**src/hw/rlc_pkg.sv**
```systemverilog
// shared constants for the two-channel relay light on/off controller
// assumes a 100 MHz system clock and 16-bit word-addressed registers
package rlc_pkg;
  localparam logic [15:0] RLC_CH1_CTRL_ADDR = 16'h9D3E;
  localparam logic [15:0] RLC_CH2_CTRL_ADDR = 16'h9D3F;
  localparam int RLC_REG_W = 16;
  // control register field positions
  localparam int RLC_STATE_BIT = 0;
  localparam int RLC_ON_BIT = 1;
  localparam int RLC_OFF_BIT = 2;
  localparam int RLC_INHIBIT_BIT = 3;
  localparam int RLC_POL_BIT = 4;
  localparam int RLC_HOLD_LSB = 8;
  localparam int RLC_HOLD_W = 8;
  // reset values
  localparam logic RLC_INHIBIT_RESET = 1'b0;
  localparam logic RLC_POL_RESET = 1'b0;
  localparam logic [7:0] RLC_HOLD_RESET = 8'h3C;
  // timing
  localparam longint RLC_CLK_HZ = 100_000_000;
  localparam longint RLC_TICK_MS = 1000;
  localparam longint RLC_DEBOUNCE_MS = 10;
  localparam int RLC_TICK_CYCLES = int'((RLC_CLK_HZ / 1000) * RLC_TICK_MS);
  localparam int RLC_DEBOUNCE_CYCLES = int'((RLC_CLK_HZ / 1000) * RLC_DEBOUNCE_MS);
  // switch type as selected per channel
  typedef enum logic {RLC_SW_MOMENTARY, RLC_SW_LATCHING} rlc_switch_type_t;
endpackage

```
**src/hw/rlc_relay_light.sv**
```systemverilog
// two-channel relay on/off light controller: switches, occupancy sensors, lamp relays
// assumes raw pins and config switches are asynchronous; register port is on sys_clk
`timescale 1ns/1ns
`default_nettype none
module rlc_relay_light #(
  parameter int TICK_CYCLES = rlc_pkg::RLC_TICK_CYCLES,
  parameter int DEBOUNCE_CYCLES = rlc_pkg::RLC_DEBOUNCE_CYCLES
) (
  input wire logic sys_clk,
  input wire logic reset_n,
  input wire logic relay_mode_sel,
  input wire logic group_switch_sel,
  input wire logic group_sensor_sel,
  input wire logic [1:0] switch_type_sel,
  input wire logic switch_input_one,
  input wire logic switch_input_two,
  input wire logic sensor_input_one,
  input wire logic sensor_input_two,
  input wire logic [15:0] reg_addr,
  input wire logic reg_wr_en,
  input wire logic [rlc_pkg::RLC_REG_W-1:0] reg_wdata,
  input wire logic reg_rd_en,
  output logic [rlc_pkg::RLC_REG_W-1:0] reg_rdata,
  output logic reg_rd_valid,
  output logic light_relay_one,
  output logic light_relay_two
);
  import rlc_pkg::*;

  localparam int DEB_W = $clog2(DEBOUNCE_CYCLES + 1);
  localparam int TICK_W = $clog2(TICK_CYCLES + 1);
  localparam logic [15:0] CH_ADDR [2] = '{RLC_CH1_CTRL_ADDR, RLC_CH2_CTRL_ADDR};

  // pin synchroniser
  logic [8:0] pin_raw;
  logic [8:0] pin_meta_reg;
  logic [8:0] pin_sync_reg;
  assign pin_raw = {switch_type_sel, group_sensor_sel, group_switch_sel, relay_mode_sel,
                    sensor_input_two, sensor_input_one, switch_input_two, switch_input_one};

  always_ff @(posedge sys_clk or negedge reset_n) begin
    if (!reset_n) begin
      pin_meta_reg <= 9'h000;
      pin_sync_reg <= 9'h000;
    end else begin
      pin_meta_reg <= pin_raw;
      pin_sync_reg <= pin_meta_reg;
    end
  end

  logic relay_mode;
  logic group_sw;
  logic group_sens;
  logic [1:0] latch_sel;
  assign relay_mode = pin_sync_reg[4];
  assign group_sw = pin_sync_reg[5];
  assign group_sens = pin_sync_reg[6];
  assign latch_sel = pin_sync_reg[8:7];

  // debounce of the two switches and two sensors
  logic [3:0] deb_reg;
  logic [3:0] deb_prev_reg;
  logic [DEB_W-1:0] deb_cnt_reg [4];
  // sensors rest at closed contact, so they start high
  localparam logic [3:0] DEB_RESET = 4'hC;

  genvar g;
  generate
    for (g = 0; g < 4; g++) begin : g_deb
      always_ff @(posedge sys_clk or negedge reset_n) begin
        if (!reset_n) begin
          deb_reg[g] <= DEB_RESET[g];
          deb_cnt_reg[g] <= '0;
        end else if (pin_sync_reg[g] == deb_reg[g]) begin
          deb_cnt_reg[g] <= '0;
        end else if (deb_cnt_reg[g] == DEB_W'(DEBOUNCE_CYCLES - 1)) begin
          deb_reg[g] <= pin_sync_reg[g];
          deb_cnt_reg[g] <= '0;
        end else begin
          deb_cnt_reg[g] <= deb_cnt_reg[g] + DEB_W'(1);
        end
      end
    end
  endgenerate

  always_ff @(posedge sys_clk or negedge reset_n) begin
    if (!reset_n) begin
      deb_prev_reg <= DEB_RESET;
    end else begin
      deb_prev_reg <= deb_reg;
    end
  end

  logic [3:0] deb_rise;
  logic [3:0] deb_fall;
  assign deb_rise = deb_reg & ~deb_prev_reg;
  assign deb_fall = ~deb_reg & deb_prev_reg;

  // seconds tick for the hold countdown
  logic [TICK_W-1:0] tick_cnt_reg;
  logic tick;
  assign tick = (tick_cnt_reg == TICK_W'(TICK_CYCLES - 1));

  always_ff @(posedge sys_clk or negedge reset_n) begin
    if (!reset_n) begin
      tick_cnt_reg <= '0;
    end else if (tick) begin
      tick_cnt_reg <= '0;
    end else begin
      tick_cnt_reg <= tick_cnt_reg + TICK_W'(1);
    end
  end

  // per-channel configuration held in the control registers
  logic [1:0] inhibit_reg;
  logic [1:0] pol_reg;
  logic [RLC_HOLD_W-1:0] hold_time_reg [2];
  logic [1:0] on_cmd;
  logic [1:0] off_cmd;

  // channel state
  logic [1:0] state_reg;
  logic [1:0] sensor_on_reg;
  logic [1:0] override_reg;
  logic [RLC_HOLD_W-1:0] hold_cnt_reg [2];

  // routed events per channel
  logic [1:0] sw_rise;
  logic [1:0] sw_fall;
  logic [1:0] sw_act;
  logic [1:0] latching;
  logic [1:0] motion;
  logic [1:0] sensor_ok;
  logic grp_target;

  // in grouped momentary mode a press turns everything off if anything is on
  assign grp_target = ~|state_reg;

  generate
    for (g = 0; g < 2; g++) begin : g_ch
      localparam int SRC = g;
      logic sens_lvl;
      logic sens_pol;
      logic sw_sel_rise;
      logic sw_sel_fall;

      assign sw_sel_rise = group_sw ? deb_rise[0] : deb_rise[SRC];
      assign sw_sel_fall = group_sw ? deb_fall[0] : deb_fall[SRC];
      assign sens_lvl = group_sens ? deb_reg[2] : deb_reg[2 + SRC];
      assign sens_pol = group_sens ? pol_reg[0] : pol_reg[SRC];
      assign sw_rise[g] = sw_sel_rise;
      assign sw_fall[g] = sw_sel_fall;
      assign latching[g] = (group_sw ? latch_sel[0] : latch_sel[g]) == RLC_SW_LATCHING;
      // closed contact is idle unless polarity flipped to normally open
      assign motion[g] = ~(sens_lvl ^ sens_pol);
      assign sw_act[g] = relay_mode & (sw_rise[g] | (latching[g] & sw_fall[g]));
      assign sensor_ok[g] = relay_mode & ~inhibit_reg[g] & ~override_reg[g];
      assign on_cmd[g] = reg_wr_en & (reg_addr == CH_ADDR[g]) & reg_wdata[RLC_ON_BIT];
      assign off_cmd[g] = reg_wr_en & (reg_addr == CH_ADDR[g]) & reg_wdata[RLC_OFF_BIT];

      always_ff @(posedge sys_clk or negedge reset_n) begin
        if (!reset_n) begin
          inhibit_reg[g] <= RLC_INHIBIT_RESET;
          pol_reg[g] <= RLC_POL_RESET;
          hold_time_reg[g] <= RLC_HOLD_RESET;
        end else if (reg_wr_en && reg_addr == CH_ADDR[g]) begin
          inhibit_reg[g] <= reg_wdata[RLC_INHIBIT_BIT];
          pol_reg[g] <= reg_wdata[RLC_POL_BIT];
          hold_time_reg[g] <= reg_wdata[RLC_HOLD_LSB +: RLC_HOLD_W];
        end
      end

      always_ff @(posedge sys_clk or negedge reset_n) begin
        if (!reset_n) begin
          state_reg[g] <= 1'b0;
          sensor_on_reg[g] <= 1'b0;
          override_reg[g] <= 1'b0;
          hold_cnt_reg[g] <= '0;
        end else if (sw_act[g]) begin
          if (sensor_on_reg[g]) begin
            state_reg[g] <= 1'b0;
            sensor_on_reg[g] <= 1'b0;
            override_reg[g] <= 1'b1;
          end else begin
            override_reg[g] <= 1'b0;
            if (latching[g]) begin
              state_reg[g] <= sw_sel_rise;
            end else if (group_sw) begin
              state_reg[g] <= grp_target;
            end else begin
              state_reg[g] <= ~state_reg[g];
            end
          end
        end else if (on_cmd[g]) begin
          state_reg[g] <= 1'b1;
          sensor_on_reg[g] <= 1'b0;
        end else if (off_cmd[g]) begin
          state_reg[g] <= 1'b0;
          sensor_on_reg[g] <= 1'b0;
        end else if (sensor_ok[g] && motion[g]) begin
          if (!state_reg[g]) begin
            state_reg[g] <= 1'b1;
            sensor_on_reg[g] <= 1'b1;
            hold_cnt_reg[g] <= hold_time_reg[g];
          end else if (sensor_on_reg[g]) begin
            hold_cnt_reg[g] <= hold_time_reg[g];
          end
        end else if (relay_mode && sensor_on_reg[g] && tick) begin
          if (hold_cnt_reg[g] <= RLC_HOLD_W'(1)) begin
            state_reg[g] <= 1'b0;
            sensor_on_reg[g] <= 1'b0;
            hold_cnt_reg[g] <= '0;
          end else begin
            hold_cnt_reg[g] <= hold_cnt_reg[g] - RLC_HOLD_W'(1);
          end
        end
      end

    end
  endgenerate

  // lamps are plain on/off contacts; no level control exists here
  assign light_relay_one = relay_mode & state_reg[0];
  assign light_relay_two = relay_mode & state_reg[1];

  // register read port
  logic [RLC_REG_W-1:0] rd_word;

  always_comb begin
    rd_word = '0;
    if (reg_addr == RLC_CH1_CTRL_ADDR) begin
      rd_word[RLC_STATE_BIT] = state_reg[0];
      rd_word[RLC_INHIBIT_BIT] = inhibit_reg[0];
      rd_word[RLC_POL_BIT] = pol_reg[0];
      rd_word[RLC_HOLD_LSB +: RLC_HOLD_W] = hold_time_reg[0];
    end else if (reg_addr == RLC_CH2_CTRL_ADDR) begin
      rd_word[RLC_STATE_BIT] = state_reg[1];
      rd_word[RLC_INHIBIT_BIT] = inhibit_reg[1];
      rd_word[RLC_POL_BIT] = pol_reg[1];
      rd_word[RLC_HOLD_LSB +: RLC_HOLD_W] = hold_time_reg[1];
    end
  end

  always_ff @(posedge sys_clk or negedge reset_n) begin
    if (!reset_n) begin
      reg_rdata <= '0;
      reg_rd_valid <= 1'b0;
    end else begin
      reg_rd_valid <= reg_rd_en;
      if (reg_rd_en) begin
        reg_rdata <= rd_word;
      end
    end
  end
endmodule // rlc_relay_light
`default_nettype wire

```
**config.mk**
```make
export PLATFORM = sky130hd
export DESIGN_NAME = rlc_relay_light
export DESIGN_NICKNAME = d
export VERILOG_FILES = /design/src/hw/rlc_pkg.sv /design/src/hw/rlc_relay_light.sv
export SDC_FILE = /design/constraint.sdc
export NUM_CORES = 1
export LEC_CHECK = 0
export BUFFER_PORTS_ARGS = -buffer_cell sky130_fd_sc_hd__buf_4
export CELL_PAD_IN_SITES_DETAIL_PLACEMENT = 1
export CELL_PAD_IN_SITES_GLOBAL_PLACEMENT = 2
export CORE_MARGIN = 1.5
export CORE_UTILIZATION = 40
export DETAILED_ROUTE_END_ITERATION = 8
export PLACE_DENSITY = 0.91
export SLEW_MARGIN = 15
export SYNTH_ARGS = -nofsm -noshare
export SYNTH_HDL_FRONTEND = slang
export SYNTH_SLANG_ARGS = --single-unit
```
**constraint.sdc**
```tcl
create_clock -name sys_clk -period 3.2 [get_ports sys_clk]
set_input_delay 0.48 -clock sys_clk [delete_from_list [all_inputs] [get_ports sys_clk]]
set_output_delay 0.48 -clock sys_clk [all_outputs]
set_load 0.005 [all_outputs]
```
==> results by group <==
Route
  – Detailed Routing Iterations Pass 1: 4
  – Routed via count divided by cell count: between 5 and 6
  – Initial DRC Count: about 320
  – Routed wirelength normalized by instance count: around 17 um
  – Post-route antenna net violation count: 0
  – DRC violations left: 0
  – Detailed-route via count: 6496
  – Final WL: roughly 21 mm

Setup path
  – Largest delay share family, worst path: compound AO/OA/AOI/OAI gates
  – Buffers plus inverters on the worst setup path: 0
  – Signal arrival time at the worst endpoint: between 2 and 3 ns
  – Slowest stage delay, CP: 0.60 ns
  – Required time reported for the critical path endpoint: between 3 and 4 ns
  – Worst path slowest cell: a211oi_1
  – Highest fanout seen on the critical path: 8
  – Crit-path cells: nor4b_1, a21oi_1, a211oi_1, a21boi_2, mux2_2
  – Crit Path Class: register to register
  – Category of the worst setup path launch point: register
  – Endpoint kind of the worst setup timing path: register

Logic synthesis
  – Number of register bits inferred by synthesis: ~190
  – Synthesized cell area: approximately 8900 sq um
  – Number of instances in the synthesized netlist: 842
  – Number of flops mapped to enable cells by yosys: 0
  – Commonest register cell after synthesis: dfrtp_1
  – Yosys warns: 0
  – Number of distinct standard cells referenced by the synthesized netlist: around 70
  – Proportion of synthesized flip-flops having asynchronous set or reset: between 90% and 100%
  – Proportion of synthesized chip area in sequential cells: a little over half
  – Mean cell area of the mapped netlist: 10.5 sq um

Clocking
  – Count of buffers added by post-CTS timing repair for setup: 0
  – Clock tree from TritonCTS: yes
  – Number of clock sinks: 185
  – Total CTS buffers: 17
  – Post-cts hold buffer count: 0
  – Clock Tree Root: clkbuf_16
  – Source-to-sink clock delay at the later pin of the worst-skew pair: approximately 0.43 ns
  – Level count of the clock H-tree: 4
  – Clock Pin Slew Worst Setup and Hold Paths: 0.07 ns
  – Resize count post-CTS: 0
  – Maximum root-to-sink buffer count: 2

STA
  – Peak Freq: about 380 MHz
  – Number of hold violations in the final report: 0
  – Pins over their slew limit: 0
  – Post-route minimum period: between 2 and 3 ns
  – Min Hold Slack: ~0.099 ns
  – TNS Setup: 0 ns
  – Unrepaired setup endpoints after global routing: false
  – Count of final setup violators: 0
  – Clock tree skew after final layout: approximately 0.011 ns
  – Max-slew headroom at the worst pin: roughly 47%
  – Part of the cycle the worst path needs: 82.4%
  – Transition time at the pin with the least slew margin: a little under 0.8 ns

Floorplan
  – Top-Level Pins: 64
  – Chip Height: approximately 150 um
  – Effective utilization at floorplan: roughly 41%
  – Placement row count: 54
  – Chip Width: 152 um
  – Standard cell core area: between 20000 and 25000 sq um
  – Full die area: around 23000 sq um

Outcome
  – Run status: finished clean

Final layout
  – Layout net count: around 960
  – Area growth, synth to finish: 15.2%
  – Final-layout fill cell count: 2461
  – Fraction of final layout cells sized beyond drive strength 1: 16.9%
  – Final non-filler cell area: between 10000 and 15000 sq um
  – Diode count: 0
  – Largest register FFs: 80

Flow run
  – Maxcap violations: 0

Global routing
  – Initial antenna violation count: 0
  – Total overflow reported by the global router: 0
  – All-layer global routing usage: between 10% and 20%
  – Vias in the first global route: approximately 7000
  – Maximum number of pins on one net before global-route repair: 86
  – First-pass GRT wire length: approximately 36 mm

Power and ir drop
  – Net switching power of the design: between 1.5 and 2 mW
  – Power density normalized to cell area: around 540 nW/um^2
  – Power share of the clock group: approximately two fifths
  – Design internal power: between 3 and 4 mW
  – Leakage power: approximately 4.5 nW
  – Relative contribution of sequential cells to total power: around 47%
  – Net switching fraction of the power: 27.9%
  – Comb power frac: 14.4%
  – Max IR drop VDD: ~0.38 mV

Placement
  – DP HPWL: 14.4 mm
  – Post-DP Area: approximately 9600 sq um
  – GP Congestion: between 0.7 and 0.8
  – Port Buffers: 54

Worst hold path
  – Class of the tightest hold or removal check: input port to asynchronous set/reset pin
## area by class of cell
cell class                      instances  area [sq um]  area share [%]
Timing Repair Buffer                   67           534            5.23
Clock inverter                         13           145            1.42
Clock buffer                           18           439            4.30
Multi-Input combinational cell        611          4030            39.4
Inverter                               21          78.8           0.771
Sequential cell                       185          4640            45.4
Tap cell                              280           350            3.43
## cells in the mapped netlist (7+ instances only)
cell type	instances	area, sq um
ha_1	9	113
nand2_1	47	176
nand3_1	39	195
nor2_1	127	477
nor4b_1	7	61.3
nor4_1	10	62.6
and2_1	7	43.8
dfstp_2	10	263
dfrtp_1	175	4380
nor3_1	24	120
nand4_1	27	169
o21ai_0	8	40.0
a22oi_1	13	97.6
inv_1	21	78.8
xor2_1	61	534
and3_1	21	131
xnor2_1	44	385
a21oi_1	20	100
mux2_2	26	293
and4_1	15	131
clkbuf_1	19	71.3
## path summary, 6_finish.rpt
path,from,slack [ns],end,depth (start not counted)
max,inhibit_reg[0],0.56,hold_cnt_reg[8],5
min,reset_n,0.1,deb_cnt_reg[24],1
max reg2reg,inhibit_reg[0],0.56,hold_cnt_reg[8],5
min reg2reg,pin_meta_reg[4],0.35,pin_sync_reg[4],0
max in group asynchronous,reset_n,2.33,tick_cnt_reg[8],2
min in group sys_clk,sensor_input_two,0.15,pin_meta_reg[3],1
## power by group through the flow
stage | clock, mW | sequential, mW | combinational [mW]
floorplan | 0 | 2.60 | 0.541
global placement | 0 | 2.64 | 0.771
detailed placement | 0 | 2.65 | 0.792
CTS | 2.17 | 2.61 | 0.806
global route | 2.25 | 2.63 | 0.899
finish | 2.11 | 2.61 | 0.797
## layout by cell type (no fill, tap or decap), types with 7 or more instances in the layout
cell | Yosys | routed
nand3_1 | 39 | 39
nor4b_1 | 7 | 7
xor2_1 | 61 | 61
a22oi_1 | 13 | 13
o21ai_0 | 8 | 8
dfstp_2 | 10 | 10
buf_4 | 6 | 64
ha_1 | 9 | 9
mux2_2 | 26 | 26
clkbuf_16 | 0 | 17
a21oi_1 | 20 | 20
nor4_1 | 10 | 10
nor3_1 | 24 | 24
xnor2_1 | 44 | 44
and2_1 | 7 | 7
nor2_1 | 127 | 127
inv_1 | 21 | 21
and3_1 | 21 | 21
nand2_1 | 47 | 47
dfrtp_1 | 175 | 175
nand4_1 | 27 | 27
and4_1 | 15 | 15
## metal layers
layer  global-route usage [%]  part of all wire, %  vias up
met5                        0                    0        -
met4                     5.36                  1.3        0
met3                     3.37                  2.4       23
met2                     31.0                   49       94
met1                     25.7                   47     3294
li1                         -                    -     3085
## kinds of logic after synthesis
kind of cell	Yosys count	share of synthesized area (%)
other	1	0.0423
DFF	185	52.3
xor gates and xnor gates	105	10.4
AOI/OAI and AO/OA	91	7.84
and+or+nand+nor	372	22.1
buffers and inverters	50	2.44
muxes	29	3.64
adders and majority gates	9	1.27
## stage by stage
| stage | utilization (%) | total power, mW | cells | setup slack (ns) |
|---|---|---|---|---|
| 2_1_floorplan | - | 3.15 | 846 | 0.968 |
| 3_3_place_gp | 44.1 | 3.41 | 1164 | 0.484 |
| 3_5_place_dp | 44.1 | 3.44 | 1164 | 0.459 |
| 4_1_cts | 46.8 | 5.58 | 1195 | 0.583 |
| 5_1_grt | 46.8 | 5.78 | 1195 | 0.370 |
| 6_report | 46.8 | 5.52 | 1195 | 0.565 |
Note: power is estimated with default switching activity, not from simulation.
